**config.mk**
```make
export PLATFORM = sky130hd
export DESIGN_NAME = fbrl_top
export DESIGN_NICKNAME = d
export VERILOG_FILES = /design/src/fbrl_pkg.sv /design/src/fbrl_top.sv
export SDC_FILE = /design/constraint.sdc
export NUM_CORES = 1
export LEC_CHECK = 0
export BUFFER_PORTS_ARGS = -buffer_cell sky130_fd_sc_hd__buf_2
export CAP_MARGIN = 20
export CELL_PAD_IN_SITES_DETAIL_PLACEMENT = 0
export CELL_PAD_IN_SITES_GLOBAL_PLACEMENT = 1
export CORE_MARGIN = 10
export CORE_UTILIZATION = 35
export DETAILED_ROUTE_END_ITERATION = 6
export PLACE_DENSITY_LB_ADDON = 0.1
export SLEW_MARGIN = 20
export SYNTH_ARGS = -nofsm -noshare
export SYNTH_HDL_FRONTEND = slang
export SYNTH_SLANG_ARGS = --single-unit
export TNS_END_PERCENT = 30
```
**constraint.sdc**
```tcl
create_clock -name I_SYS_CLK -period 3.5 [get_ports I_SYS_CLK]
set_clock_uncertainty 0.05 [all_clocks]
set_input_delay 0.175 -clock I_SYS_CLK [delete_from_list [all_inputs] [get_ports I_SYS_CLK]]
set_output_delay 0.175 -clock I_SYS_CLK [all_outputs]
set_load 0.03 [all_outputs]
```
**src/fbrl_pkg.sv**
```systemverilog
package fbrl_pkg;

  // ------------------------------------------------------------
  // Register map
  // ------------------------------------------------------------
  localparam logic [7:0] BURST_SAMPLE_COUNT_ADDR = 8'h4B;
  localparam logic [7:0] BURST_SAMPLE_COUNT_RST = 8'h06;
  localparam logic [7:0] REG_UNMAPPED_DATA = 8'h00;

  // ------------------------------------------------------------
  // Sample layout
  // ------------------------------------------------------------
  localparam int RECORD_BYTES = 6;
  localparam int MAX_STATUS_BYTES = 2;
  localparam int MAX_SAMPLE_BYTES = RECORD_BYTES + MAX_STATUS_BYTES;
  localparam logic [3:0] RECORD_BYTES_W = 4'h6;
  localparam logic [3:0] MAX_SAMPLE_BYTES_W = 4'h8;
  localparam logic [1:0] STATUS_SEL_MAX = 2'h2;
  localparam int FIFO_DEPTH = 8;

  typedef struct packed {
    logic [15:0] z;
    logic [15:0] y;
    logic [15:0] x;
  } fbrl_record_t;

  typedef struct packed {
    logic [7:0] status_b;
    logic [7:0] status_a;
    fbrl_record_t record;
  } fbrl_sample_t;

  typedef enum logic [1:0] {
    FBRL_IDLE,
    FBRL_WAIT,
    FBRL_SEND
  } fbrl_state_t;

endpackage

```
**src/fbrl_top.sv**
```systemverilog
// What this block does
// RL1: 8-bit read/write burst sample count at 0x4B, power-on value 0x06.
// RL2: With burst enabled, one burst delivers exactly the programmed sample count.
// RL3: Each sample is 6 record bytes plus zero, one or two status bytes.
// RL4: Count means whole samples; burst bytes equal count times sample size.
// RL5: With burst disabled the count is ignored and affects no read.
// RL6: New count applies to the next burst; reads return last written value.
`timescale 1ns/100ps

module fbrl_fifo #(
  parameter int WIDTH = 8,
  parameter int DEPTH = 8
) (
  input wire logic clk,
  input wire logic resetn,
  input wire logic in_valid,
  output logic in_ready,
  input wire logic [WIDTH-1:0] in_data,
  output logic out_valid,
  input wire logic out_ready,
  output logic [WIDTH-1:0] out_data
);
  localparam int AW = (DEPTH > 1) ? $clog2(DEPTH) : 1;
  localparam logic [AW:0] FULL_LEVEL = (AW+1)'(DEPTH);
  localparam logic [AW-1:0] LAST_SLOT = AW'(DEPTH - 1);

  logic [WIDTH-1:0] mem [DEPTH];
  logic [AW-1:0] wr_ptr;
  logic [AW-1:0] rd_ptr;
  logic [AW:0] level;
  logic push;
  logic pop;

  assign in_ready = (level != FULL_LEVEL);
  assign out_valid = (level != '0);
  assign push = in_valid && in_ready;
  assign pop = out_valid && out_ready;
  assign out_data = mem[rd_ptr];

  function automatic logic [AW-1:0] bump(input logic [AW-1:0] p);
    bump = (p == LAST_SLOT) ? '0 : AW'(p + 1'b1);
  endfunction

  always_ff @(posedge clk)
  begin
    if (push)
    begin
      mem[wr_ptr] <= in_data;
    end
  end

  always_ff @(posedge clk or negedge resetn)
  begin
    if (!resetn)
    begin
      wr_ptr <= '0;
      rd_ptr <= '0;
      level <= '0;
    end
    else
    begin
      if (push)
      begin
        wr_ptr <= bump(wr_ptr);
      end
      if (pop)
      begin
        rd_ptr <= bump(rd_ptr);
      end
      if (push && !pop)
      begin
        level <= level + 1'b1;
      end
      else if (pop && !push)
      begin
        level <= level - 1'b1;
      end
    end
  end
endmodule

module fbrl_top #(
  parameter int FIFO_DEPTH = fbrl_pkg::FIFO_DEPTH
) (
  // Clock and reset
  input wire logic I_SYS_CLK,
  input wire logic I_RESETN,
  // Register port from the serial interface
  input wire logic [7:0] I_REG_ADDR,
  input wire logic I_REG_WR,
  input wire logic I_REG_RD,
  input wire logic [7:0] I_REG_WDATA,
  output logic [7:0] O_REG_RDATA,
  // Burst control
  input wire logic I_BURST_EN,
  input wire logic [1:0] I_STATUS_SEL,
  input wire logic [7:0] I_STATUS_A,
  input wire logic [7:0] I_STATUS_B,
  input wire logic I_BURST_START,
  output logic O_BURST_BUSY,
  output logic O_BURST_DONE,
  // Samples from the FIFO store
  input wire fbrl_pkg::fbrl_record_t I_RECORD,
  input wire logic I_RECORD_VALID,
  output logic O_RECORD_READY,
  // Byte stream to the serial interface
  output logic [7:0] O_BYTE,
  output logic O_BYTE_VALID,
  input wire logic I_BYTE_READY
);

  // ------------------------------------------------------------
  // Register
  // ------------------------------------------------------------
  logic [7:0] burst_sample_count;

  always_ff @(posedge I_SYS_CLK or negedge I_RESETN)
  begin
    if (!I_RESETN)
    begin
      burst_sample_count <= fbrl_pkg::BURST_SAMPLE_COUNT_RST; // RL1
    end
    else if (I_REG_WR && I_REG_ADDR == fbrl_pkg::BURST_SAMPLE_COUNT_ADDR)
    begin
      burst_sample_count <= I_REG_WDATA; // RL1 RL6
    end
  end

  always_ff @(posedge I_SYS_CLK or negedge I_RESETN)
  begin
    if (!I_RESETN)
    begin
      O_REG_RDATA <= fbrl_pkg::REG_UNMAPPED_DATA;
    end
    else if (I_REG_RD)
    begin
      O_REG_RDATA <= (I_REG_ADDR == fbrl_pkg::BURST_SAMPLE_COUNT_ADDR) ?
        burst_sample_count : fbrl_pkg::REG_UNMAPPED_DATA; // RL6
    end
  end

  // ------------------------------------------------------------
  // Burst sequencer
  // ------------------------------------------------------------
  function automatic logic [3:0] sample_len(input logic [1:0] sel);
    logic [1:0] n;
    n = (sel > fbrl_pkg::STATUS_SEL_MAX) ? fbrl_pkg::STATUS_SEL_MAX : sel;
    sample_len = fbrl_pkg::RECORD_BYTES_W + {2'b00, n};
  endfunction

  fbrl_pkg::fbrl_state_t state;
  fbrl_pkg::fbrl_sample_t sample;
  logic [7:0] samples_left;
  logic [3:0] byte_len;
  logic [3:0] byte_idx;
  logic fifo_ready;
  logic push;
  logic last_byte;
  logic [7:0] cur_byte;

  assign O_RECORD_READY = (state == fbrl_pkg::FBRL_WAIT);
  assign O_BURST_BUSY = (state != fbrl_pkg::FBRL_IDLE);
  assign push = (state == fbrl_pkg::FBRL_SEND);
  assign last_byte = (byte_idx == byte_len - 4'h1);
  assign cur_byte = sample[8*byte_idx[2:0] +: 8];

  // Sample size and count are frozen at burst start so a register write
  // in mid-burst cannot change the length of the burst already running.
  always_ff @(posedge I_SYS_CLK or negedge I_RESETN)
  begin
    if (!I_RESETN)
    begin
      state <= fbrl_pkg::FBRL_IDLE;
      samples_left <= '0;
      byte_len <= fbrl_pkg::RECORD_BYTES_W;
      byte_idx <= '0;
      sample <= '0;
      O_BURST_DONE <= 1'b0;
    end
    else
    begin
      O_BURST_DONE <= 1'b0;
      unique case (state)
        fbrl_pkg::FBRL_IDLE:
        begin
          if (I_BURST_START && I_BURST_EN) // RL5
          begin
            samples_left <= burst_sample_count; // RL6
            byte_len <= sample_len(I_STATUS_SEL); // RL3
            if (burst_sample_count == '0)
            begin
              O_BURST_DONE <= 1'b1;
            end
            else
            begin
              state <= fbrl_pkg::FBRL_WAIT;
            end
          end
        end
        fbrl_pkg::FBRL_WAIT:
        begin
          if (I_RECORD_VALID)
          begin
            sample <= {I_STATUS_B, I_STATUS_A, I_RECORD}; // RL3
            byte_idx <= '0;
            state <= fbrl_pkg::FBRL_SEND;
          end
        end
        fbrl_pkg::FBRL_SEND:
        begin
          if (fifo_ready)
          begin
            byte_idx <= byte_idx + 4'h1;
            if (last_byte)
            begin
              samples_left <= samples_left - 8'h01; // RL4
              if (samples_left == 8'h01)
              begin
                state <= fbrl_pkg::FBRL_IDLE; // RL2
                O_BURST_DONE <= 1'b1;
              end
              else
              begin
                state <= fbrl_pkg::FBRL_WAIT;
              end
            end
          end
        end
      endcase
    end
  end

  // ------------------------------------------------------------
  // Output buffer
  // ------------------------------------------------------------
  // The serial side may stall; the sequencer waits while it is full.
  fbrl_fifo #(
    .WIDTH(8),
    .DEPTH(FIFO_DEPTH)
  ) u_fifo (
    .clk(I_SYS_CLK),
    .resetn(I_RESETN),
    .in_valid(push),
    .in_ready(fifo_ready),
    .in_data(cur_byte),
    .out_valid(O_BYTE_VALID),
    .out_ready(I_BYTE_READY),
    .out_data(O_BYTE)
  );

endmodule

```
Yosys cells after proc, flatten, opt, wreduce, memory -nomap -nowiden

Memories as Yosys holds them, arrays and structs flattened.
Index checks and enable logic that the tools add are counted.
W data, S select, Z words.

Memories kept: 1
Bits in writable memories: 64
Logic and storage cells: 87
Bits in registers: 109
Output and inout bits: 20

Add/sub/neg operators: 8
Multiplexer cells: 28
Shifts and indexed selects: 1
Magnitude comparators: 1
Equal/unequal tests: 13
Reduce and logical (&&, ||, !) cells: 20

Memory list:

| memory     | depth | width | read ports | clocked after Yosys merged registers in | wr ports | line           | source |
|---|---|---|---|---|---|---|---|
| u_fifo.mem | 8     | 8     | 1          | 0                                       | 1        | fbrl_top.sv:27 | `logic [WIDTH-1:0] mem [DEPTH];` |

Operators by type and width:

| cell                  | number |
|---|---|
| $shiftx A64 B7 Y8     | 1 |
| $mux W8               | 4 |
| $mux W4               | 4 |
| $pmux W8 S2           | 1 |
| $mux W2               | 6 |
| $ne A2 B2 Y1 const B  | 5 |
| $add A4 B1 Y4 const B | 2 |
| $eq A8 B1 Y1 const B  | 1 |
| $eq A8 B7 Y1 const B  | 1 |
| $logic_not A8 Y1      | 1 |
| $mux W1               | 8 |
| $pmux W4 S2           | 1 |
| $reduce_bool A2 Y1    | 4 |
| $sub A4 B1 Y4 const B | 2 |
| $sub A8 B1 Y8 const B | 1 |
| $add A3 B1 Y3 const B | 2 |
| $eq A3 B3 Y1 const B  | 2 |
| $logic_and A1 B1 Y1   | 6 |
| $mux W3               | 2 |
| $pmux W2 S3           | 1 |
| $reduce_and A5 Y1     | 1 |
| $add A3 B2 Y4 const A | 1 |
| $eq A4 B4 Y1          | 1 |
| $ne A4 B4 Y1 const B  | 1 |
| 10 further kinds      | 12 |

Longest topological paths before layout

Gate-level depths: netlist (run 1).

Depth after elaboration: 6
Mapped depth: 11

Hierarchy

A second synthesis (run 1) with hierarchy kept.

Cell total of the unflattened synthesis: 623
Area, all modules: 7758.7 um^2

By module, submodules not included:

| module    | area an instance (um^2) | seq. area each (um^2) | cells each | instances |
|---|---|---|---|---|
| fbrl_top  | 4613.2                  | 2456.1                | 467        | 1 |
| fbrl_fifo | 3145.5                  | 2172.1                | 156        | 1 |

Least setup slack after synthesis (run 1)

OpenSTA, ideal clock, no wires.

Kind: register to register
Start point: reg u_fifo.level[0]
End point: reg u_fifo.level[3]
Path buffers: 0
Slack: 0.837 ns
Cell stages (with the launch flop): 10
Data required time: 3.370 ns
Arrival: 2.533 ns
Period minus slack after synthesis: 2.663 ns
Cell sequence: dfrtp_1 or4_1 nand2_1 ha_1 inv_1 ha_1 a21o_1 a21oi_1 mux2i_1 xnor2_1

Word-level cells in the longest chain between the ends: 5
Elaborated cells on any way between the ends: 13
Classes of those cells: 2 x add/sub; 1 x eq/ne; 2 x mux; 8 x reduce/logical

RTL lines:

| item                                                 | line            | source |
|---|---|---|
| start, declared                                      | fbrl_top.sv:30  | `logic [AW:0] level;` |
| start signal, assigned                               | fbrl_top.sv:72  | `level <= level + 1'b1;` |
| start signal, assigned                               | fbrl_top.sv:76  | `level <= level - 1'b1;` |
| $reduce_bool A4 Y1 *                                 | fbrl_top.sv:35  | `assign out_valid = (level != '0);` |
| net O_BYTE_VALID                                     | fbrl_top.sv:108 | `output logic O_BYTE_VALID,` |
| $logic_and A1 B1 Y1 *                                | fbrl_top.sv:37  | `assign pop = out_valid && out_ready;` |
| $logic_not A1 Y1                                     | fbrl_top.sv:70  | `if (push && !pop)` |
| $logic_and A1 B1 Y1                                  | fbrl_top.sv:70  |  |
| $mux W4 / $reduce_bool A2 Y1 (equally long branches) | -               |  |

The timed path passes the listed nets; every way through them passes the cells marked *. The select of a mux whose other input is x is not followed.
A chain may end at the register's enable or synchronous reset.

Worst setup path after layout (run 1)

Start point: reg u_fifo.level[0]
End point: reg u_fifo.level[3]

Word-level cells in the longest chain between the ends: 5
Elaborated cells on any way between the ends: 13
Classes of those cells: 2 x add/sub; 1 x eq/ne; 2 x mux; 8 x reduce/logical

RTL lines:

| item                                | line           | source |
|---|---|---|
| $ne A4 B4 Y1 *                      | fbrl_top.sv:34 | `assign in_ready = (level != FULL_LEVEL);` |
| $logic_and A1 B1 Y1 *               | fbrl_top.sv:36 | `assign push = in_valid && in_ready;` |
| net u_fifo.push                     | fbrl_top.sv:31 | `logic push;` |
| $logic_not A1 Y1                    | fbrl_top.sv:74 | `else if (pop && !push)` |
| $logic_and A1 B1 Y1                 | fbrl_top.sv:74 |  |
| $reduce_bool A2 Y1 (no source line) | -              |  |

Marks and branches as above.

==> impl_summary.txt, run 1 <==
----------------------------------------------------
[Outcome]
  Run status ... complete, no violations

[Timing]
  Fmax ... about 330 MHz
  Pins over their slew limit ... 0
  Finish-stage setup viols ... 0
  Hold Fails Final Rpt ... 0
  Fin Setup TNS ... 0 ns
  Slew @ Worst Pin ... 0.919 ns
  Unrepaired setup endpoints after global routing ... false
  Share of the clock period used by the worst path after layout ... 0.855
  Max_slew headroom ... 0.387
  Minimum clock period ... 2.99 ns

[Logic synthesis]
  Synth cell types ... 54
  Flop and latch count out of synthesis ... 172
  Post-Syn Area per Cell ... approximately 16 sq um
  Nets in the synthesized netlist ... 584
  Dominant register cell in the synthesized netlist ... dfrtp_1
  Synthesized instance count ... approximately 480
  FFs w/ async S/R, synth ... 0.628
  Cell area after synthesis ... 7620 sq um
  Post-synth EDFFs ... 64
  Register area share after synthesis ... 0.608
  Count of warnings emitted by yosys ... 0

[Clocking]
  Bufs on Longest Clock Path ... 2
  Root buffer selected by CTS ... clkbuf_16
  H-tree lvl count ... 4
  Setup repair bufs after CTS ... 0
  Hold buffer count at cts ... 77
  Total of cells resized after clock tree synthesis ... 0
  Reg clk slew, reported paths ... about 0.07 ns
  Clock latency reported for the late side of the worst-skew pair ... approximately 0.43 ns
  Clock buffers created by TritonCTS ... 17
  TritonCTS clock tree ... done
  Clock net sink count ... 172

[Detailed routing]
  DRC violation total after the first TritonRoute iteration ... about 180
  Detailed-route vias per instance ... approximately 5.0
  Number of nets with antenna violations after routing ... 0
  Via total after detailed routing ... between 4,000 and 5,000
  Average wire length per cell after detail routing ... between 15 and 20 um
  Detailed-routing iteration count for the pre-antenna-repair pass ... 4
  Detailed-route DRC error count ... 0
  Routed WL ... about 18,000 um

[Global routing]
  Via count of the first global-routing pass ... around 5,400
  Initial antenna violation count ... 1
  Overall track demand over capacity in global routing ... 0.132
  Total overflow reported by the global router ... 0
  Global-route wire length before repair ... 29,500 um
  Maximum number of pins on one net before global-route repair ... roughly 70

[Floorplan]
  Total Die Area ... between 20,000 and 30,000 sq um
  Std-Cell Core Area ... about 21,000 sq um
  Horizontal die dimension ... 168 um
  Initial core utilization ... 0.359
  Chip height ... ~170 um
  Std cell rows ... 53
  Number of top-level design ports ... 110

[Setup path]
  Startpoint type of the worst setup path ... register
  Data required time at the worst endpoint ... approximately 3.8 ns
  Family of cells with the greatest summed delay on the critical path ... simple AND/OR/NAND/NOR gates
  Buffering stage count on the worst path with inverters included ... 2
  Cell repeated most along the worst path ... ha_1
  Worst EP arrival ... approximately 3.3 ns
  Worst reg-to-reg setup slack ... 0.51 ns
  Worst reg-to-reg path cell count ... 10
  Critical Path Max Stage Delay ... ~0.8 ns
  Maximum fanout along the worst path ... 13
  Endpoint kind of the worst setup timing path ... register
  End of the worst register-to-register path ... u_fifo.level[3]
  Category of the most critical setup path ... reg2reg
  Cells traversed along the worst timing path ... or4b_1 > nand2_8 > inv_6 > ha_1 > inv_1 > ha_1 > a21o_1 > a21oi_1 > mux2i_1 > xnor2_1
  Worst flop-to-flop path startpoint ... u_fifo.level[0]
  Slowest stage cell, crit path ... or4b_1

[Finish]
  Final Core Density ... 0.464
  Proportion of layout cells with a drive suffix above 1 ... 0.416
  Final nets ... between 700 and 800
  Commonest non-fill, non-tap cell in the layout ... buf_2
  Post-synthesis to final-layout area growth ... 29.2%
  Commonest cells after routing, fill and taps aside ... buf_2 (108), dfrtp_1 (105), mux2_2 (91), dlygate4sd3_1 (77), edfxtp_1 (64)
  Post-route non-filler standard cell count ... 963

[Power]
  IR Drop Worst-Case VDD ... between 0.3 and 0.4 mV
  PD cells ... about 860 nW/um^2
  Final Total Pwr ... 0.00843 W
  Leak Pwr ... around 4 nW

[Worst hold path]
  Hold Crit Start ... I_RECORD_VALID
  Worst min-delay path endpoint ... state[0]
  Min-Delay Path Class ... in2reg
  Cell count of the worst hold path ... 4

[Placed design]
  Number of instances in the placed design ... 853
  Count of buffers inserted at the top-level ports ... roughly 110
  DPL Wire Length ... approximately 12,000 um
  Global placement routability congestion ... about 0.80

[Job]
  MaxCap Viol Count ... 0

----------------------------------------------------
## cell type report
cell class,count,area (sq um)
fillers,1878,11400
flip-flops and latches,172,4630
multi-input cells,274,2820
repair buffers,199,1420
clock buffers,18,429
well taps,275,344
clock inverters,14,159
inverters,10,42.5
diodes,1,2.50
## registers in the layout (all words and copies together), names as in the netlist
name                flops
u_fifo.mem             64
byte_len                3
O_BURST_DONE            1
u_fifo.level            4
sample                 64
u_fifo.rd_ptr           3
O_REG_RDATA             8
u_fifo.wr_ptr           3
byte_idx                4
samples_left            8
burst_sample_count      8
state                   2
## layer usage
| layer | GRT usage | part of all wire |
|---|---|---|
| met1 | 0.166 | 0.45 |
| met4 | 0.0394 | 0.0099 |
| met5 | 0 | 0 |
| met2 | 0.222 | 0.51 |
| met3 | 0.0309 | 0.030 |
## cell families after synthesis
family,share of synthesized area
AO/OA/AOI/OAI,0.0414
buffers and inverters,0.0232
flip-flops,0.608
XOR/XNOR,0.0122
adder cells (fa/ha/maj),0.0223
AND/OR/NAND/NOR,0.0616
multiplexers,0.232
## worst reg2reg max path: cells and delay by family, from the launching register on
family                     cells  cell delay, ns
AOI/OAI and AO/OA              2            0.34
xor gates and xnor gates       1            0.13
adders and majority gates      2            0.46
buffers and inverters          2            0.22
DFF                            1            0.46
muxes                          1            0.23
and+or+nand+nor                2            1.02
## power by group
group	internal, W	leakage, nW	total (W)	switching (W)
registers	0.00300	1.91	0.00348	0.000482
clock network	0.00101	0.278	0.00187	0.000862
logic	0.00154	1.90	0.00308	0.00154
total	0.00555	4.09	0.00843	0.00288
## how the worst max path moves through the flow
stage / startpoint / to / slack (ns) / cells after the start
after floorplan: u_fifo.level[0] / u_fifo.level[3] / 0.84 / 9
after global placement: u_fifo.level[0] / u_fifo.level[3] / 0.63 / 10
after detailed placement: u_fifo.level[0] / u_fifo.level[3] / 0.53 / 10
after CTS: u_fifo.level[0] / u_fifo.level[3] / 0.51 / 10
after global routing: u_fifo.level[0] / u_fifo.level[3] / 0.38 / 10
final: u_fifo.level[0] / u_fifo.level[3] / 0.51 / 10
## Yosys cell counts, types with 7 or more instances
library cell,instances,share of area
nand2_1,24,0.012
inv_1,9,0.0044
ha_1,12,0.020
a22o_1,8,0.0092
clkbuf_1,7,0.0035
mux2_2,91,0.13
edfxtp_1,64,0.25
dfrtp_1,105,0.34
nand3_1,7,0.0046
o21ai_0,11,0.0072
a21oi_1,7,0.0046
nor3_1,8,0.0053
buf_2,11,0.0072
nor2_1,11,0.0054
mux4_2,32,0.095
## per-stage QoR
| stage | area (sq um) | hold slack (ns) | worst slack, ns |
|---|---|---|---|
| floorplan | 7620 | -0.171 | 0.837 |
| global placement | 8480 | 0.291 | 0.628 |
| detailed placement | 8480 | 0.309 | 0.531 |
| CTS | 9840 | 0.0115 | 0.506 |
| global route | 9840 | 0.0461 | 0.375 |
| finish | 9840 | 0.0309 | 0.509 |
Power figures use the tool's default switching activity.
==> run 2, diff against run 1 <==
--- a/config.mk
+++ b/config.mk
@@ -7,12 +7,9 @@
 export LEC_CHECK = 0
 export BUFFER_PORTS_ARGS = -buffer_cell sky130_fd_sc_hd__buf_2
 export CAP_MARGIN = 20
-export CELL_PAD_IN_SITES_DETAIL_PLACEMENT = 0
-export CELL_PAD_IN_SITES_GLOBAL_PLACEMENT = 1
 export CORE_MARGIN = 10
 export CORE_UTILIZATION = 35
 export DETAILED_ROUTE_END_ITERATION = 6
-export PLACE_DENSITY_LB_ADDON = 0.1
 export SLEW_MARGIN = 20
 export SYNTH_ARGS = -nofsm -noshare
 export SYNTH_HDL_FRONTEND = slang
==> run 2 against run 1 <==
Against the previous run: hold slack worse by 0.0053 ns; setup slack better by 0.024 ns; first-iteration DRC count increased by 29%; total power decreased by 0.42%; routed wire length down 3.9%; critical path type unchanged; utilization is essentially flat; combinational power grew 1%.
==> impl_summary.txt, run 2 (synthesized netlist as in run 1, its figures left out) <==
----------------------------------------------------
[Outcome]
  Run status ... complete, no violations

[Detailed routing]
  Routed WL ... 17,700 um
  Detailed-route DRC error count ... 0
  Via total after detailed routing ... 4,820
  DRC violation total after the first TritonRoute iteration ... 230
  Detailed-routing iteration count for the pre-antenna-repair pass ... 4
  Number of nets with antenna violations after routing ... 0
  Detailed-route vias per instance ... ~5
  Average wire length per cell after detail routing ... between 15 and 20 um

[Power]
  Power dissipated by switching net loads ... about 0.0029 W
  PD cells ... roughly 850 nW/um^2
  Final Total Pwr ... 0.00840 W
  Switching power share of the total ... 0.345
  Leak Pwr ... 4.10 nW
  Clk pwr share ... 0.216
  IR Drop Worst-Case VDD ... between 0.3 and 0.4 mV
  Internal portion of total power ... ~0.0055 W
  Power share of the combinational group ... 0.371
  Sequential group share of total power ... 0.413

[Floorplan]
  Std cell rows ... 53
  Std-Cell Core Area ... roughly 21,000 sq um
  Initial core utilization ... 0.359
  Number of top-level design ports ... between 100 and 150
  Horizontal die dimension ... 168 um
  Chip height ... between 150 and 200 um
  Total Die Area ... ~28,000 sq um

[Finish]
  Post-synthesis to final-layout area growth ... 29.2%
  Commonest non-fill, non-tap cell in the layout ... buf_2
  Final nets ... 778
  Post-route non-filler standard cell count ... 963
  Cell area after layout ... between 9000 and 10,000 sq um
  Biggest regs ... sample: 64 flops, u_fifo.mem: 64 flops
  Proportion of layout cells with a drive suffix above 1 ... 0.416
  Commonest cells after routing, fill and taps aside ... buf_2 (108), dfrtp_1 (105), mux2_2 (91), dlygate4sd3_1 (77), edfxtp_1 (64)
  Antenna fix cells ... 0

[Worst hold path]
  Hold Crit Start ... I_RECORD_VALID
  Min-Delay Path Class ... in2reg

[Setup path]
  Category of the most critical setup path ... reg2reg
  Cells traversed along the worst timing path ... or4b_1 > nand2_8 > inv_6 > ha_1 > inv_1 > ha_1 > a21o_1 > a21oi_1 > mux2i_1 > xnor2_1
  Critical Path Max Stage Delay ... roughly 0.8 ns
  Data required time at the worst endpoint ... 3.79 ns
  Worst reg-to-reg setup slack ... 0.53 ns
  Startpoint type of the worst setup path ... register
  Endpoint kind of the worst setup timing path ... register
  Cell repeated most along the worst path ... ha_1
  Launch point of the critical path ... u_fifo.level[0]
  Worst flop-to-flop path startpoint ... u_fifo.level[0]
  Slowest stage cell, crit path ... or4b_1
  Worst EP arrival ... between 3 and 4 ns
  Critical path endpoint ... u_fifo.level[3]
  Maximum fanout along the worst path ... 13
  Worst reg-to-reg path cell count ... 10
  End of the worst register-to-register path ... u_fifo.level[3]

[Timing]
  Worst Slack Setup Final ... between 0.5 and 0.6 ns
  Finish-stage setup viols ... 0
  Slew @ Worst Pin ... ~0.86 ns
  Hold Fails Final Rpt ... 0
  Pins over their slew limit ... 0
  Max_slew headroom ... 0.423
  Unrepaired setup endpoints after global routing ... false
  Fmax ... between 300 and 400 MHz
  Fin Setup TNS ... 0 ns
  Minimum clock period ... 2.97 ns
  Share of the clock period used by the worst path after layout ... 0.848

[Clocking]
  Bufs on Longest Clock Path ... 2
  Root buffer selected by CTS ... clkbuf_16
  Reg clk slew, reported paths ... approximately 0.070 ns
  Setup repair bufs after CTS ... 0
  Clock net sink count ... around 170
  TritonCTS clock tree ... done
  Clock latency reported for the late side of the worst-skew pair ... between 0.4 and 0.5 ns
  H-tree lvl count ... 4
  Clock buffers created by TritonCTS ... 17

[Job]
  MaxCap Viol Count ... 0

[Global routing]
  Global-route wire length before repair ... roughly 29,000 um
  Overall track demand over capacity in global routing ... 0.129
  Initial antenna violation count ... 0
  Maximum number of pins on one net before global-route repair ... 66
  Via count of the first global-routing pass ... 5,354
  Total overflow reported by the global router ... 0

[Placed design]
  Cell area after placement ... approximately 8500 sq um
  Count of buffers inserted at the top-level ports ... roughly 110
  Post-Place Worst Slack ... between 0.5 and 0.6 ns
  Number of instances in the placed design ... 854
  DPL Wire Length ... ~12,000 um
  Global placement routability congestion ... between 0.8 and 0.9

----------------------------------------------------
-- run 2: changes by cell type in the layout (fill, tap and decap cells not counted), sizes merged --
cell	change
bufinv	-1
clkinvlp	-1
buf	+1
diode	-1
clkinv	-1
inv	+3
-- run 2: layout make-up --
cell class                      instances  area [sq um]
Tap cell                              275           344
Inverter                               10          42.5
Clock inverter                         14           143
Timing Repair Buffer                  200          1440
Clock buffer                           18           429
Fill cell                            1832         11400
Multi-Input combinational cell        274          2820
Sequential cell                       172          4630
-- run 2: worst min-delay path by stage --
stage / end / slack [ns] / cells past startpoint
floorplan: O_BURST_DONE / -0.17 / 0
global placement: O_REG_RDATA[2] / 0.18 / 1
detailed placement: O_REG_RDATA[6] / 0.19 / 1
CTS: state[0] / 0.001 / 4
global route: state[0] / 0.07 / 4
finish: state[0] / 0.03 / 4
-- run 2: metrics by stage --
| stage | util | hold slack (ns) |
|---|---|---|
| 5_1_grt | 0.464 | 0.0681 |
| 3_5_place_dp | 0.400 | 0.191 |
| 4_1_cts | 0.464 | 0.00101 |
| 2_1_floorplan | - | -0.171 |
| 6_report | 0.464 | 0.0256 |
| 3_3_place_gp | 0.400 | 0.178 |
-- run 2: timing repair --
item,CTS,global route
hold buffers,77,0
gates resized for setup,0,0
hold endpoints to repair,120,0
-- run 2: per-layer routing --
| layer | global-route usage | vias to the layer above | wire length [um] |
|---|---|---|---|
| li1 | - | 2233 | - |
| met5 | 0 | - | 0 |
| met4 | 0.0473 | 0 | 284 |
| met3 | 0.0281 | 14 | 535 |
| met1 | 0.160 | 2476 | 7750 |
| met2 | 0.214 | 97 | 9110 |
-- run 2: critical path, delay by kind of cell, from the launching register on --
family | cells | cell delay [ns]
AOI/OAI and AO/OA | 2 | 0.34
xor gates and xnor gates | 1 | 0.14
adders and majority gates | 2 | 0.44
buffers and inverters | 2 | 0.21
DFF | 1 | 0.46
muxes | 1 | 0.23
and+or+nand+nor | 2 | 0.99
-- run 2: power by group through the flow --
stage / sequential [W] / clock (W) / combinational [W]
5_1_grt: 0.00355 / 0.00196 / 0.00344
3_3_place_gp: 0.00346 / 0 / 0.00298
3_5_place_dp: 0.00351 / 0 / 0.00308
4_1_cts: 0.00347 / 0.00187 / 0.00317
6_report: 0.00347 / 0.00182 / 0.00312
2_1_floorplan: 0.00327 / 0 / 0.00244
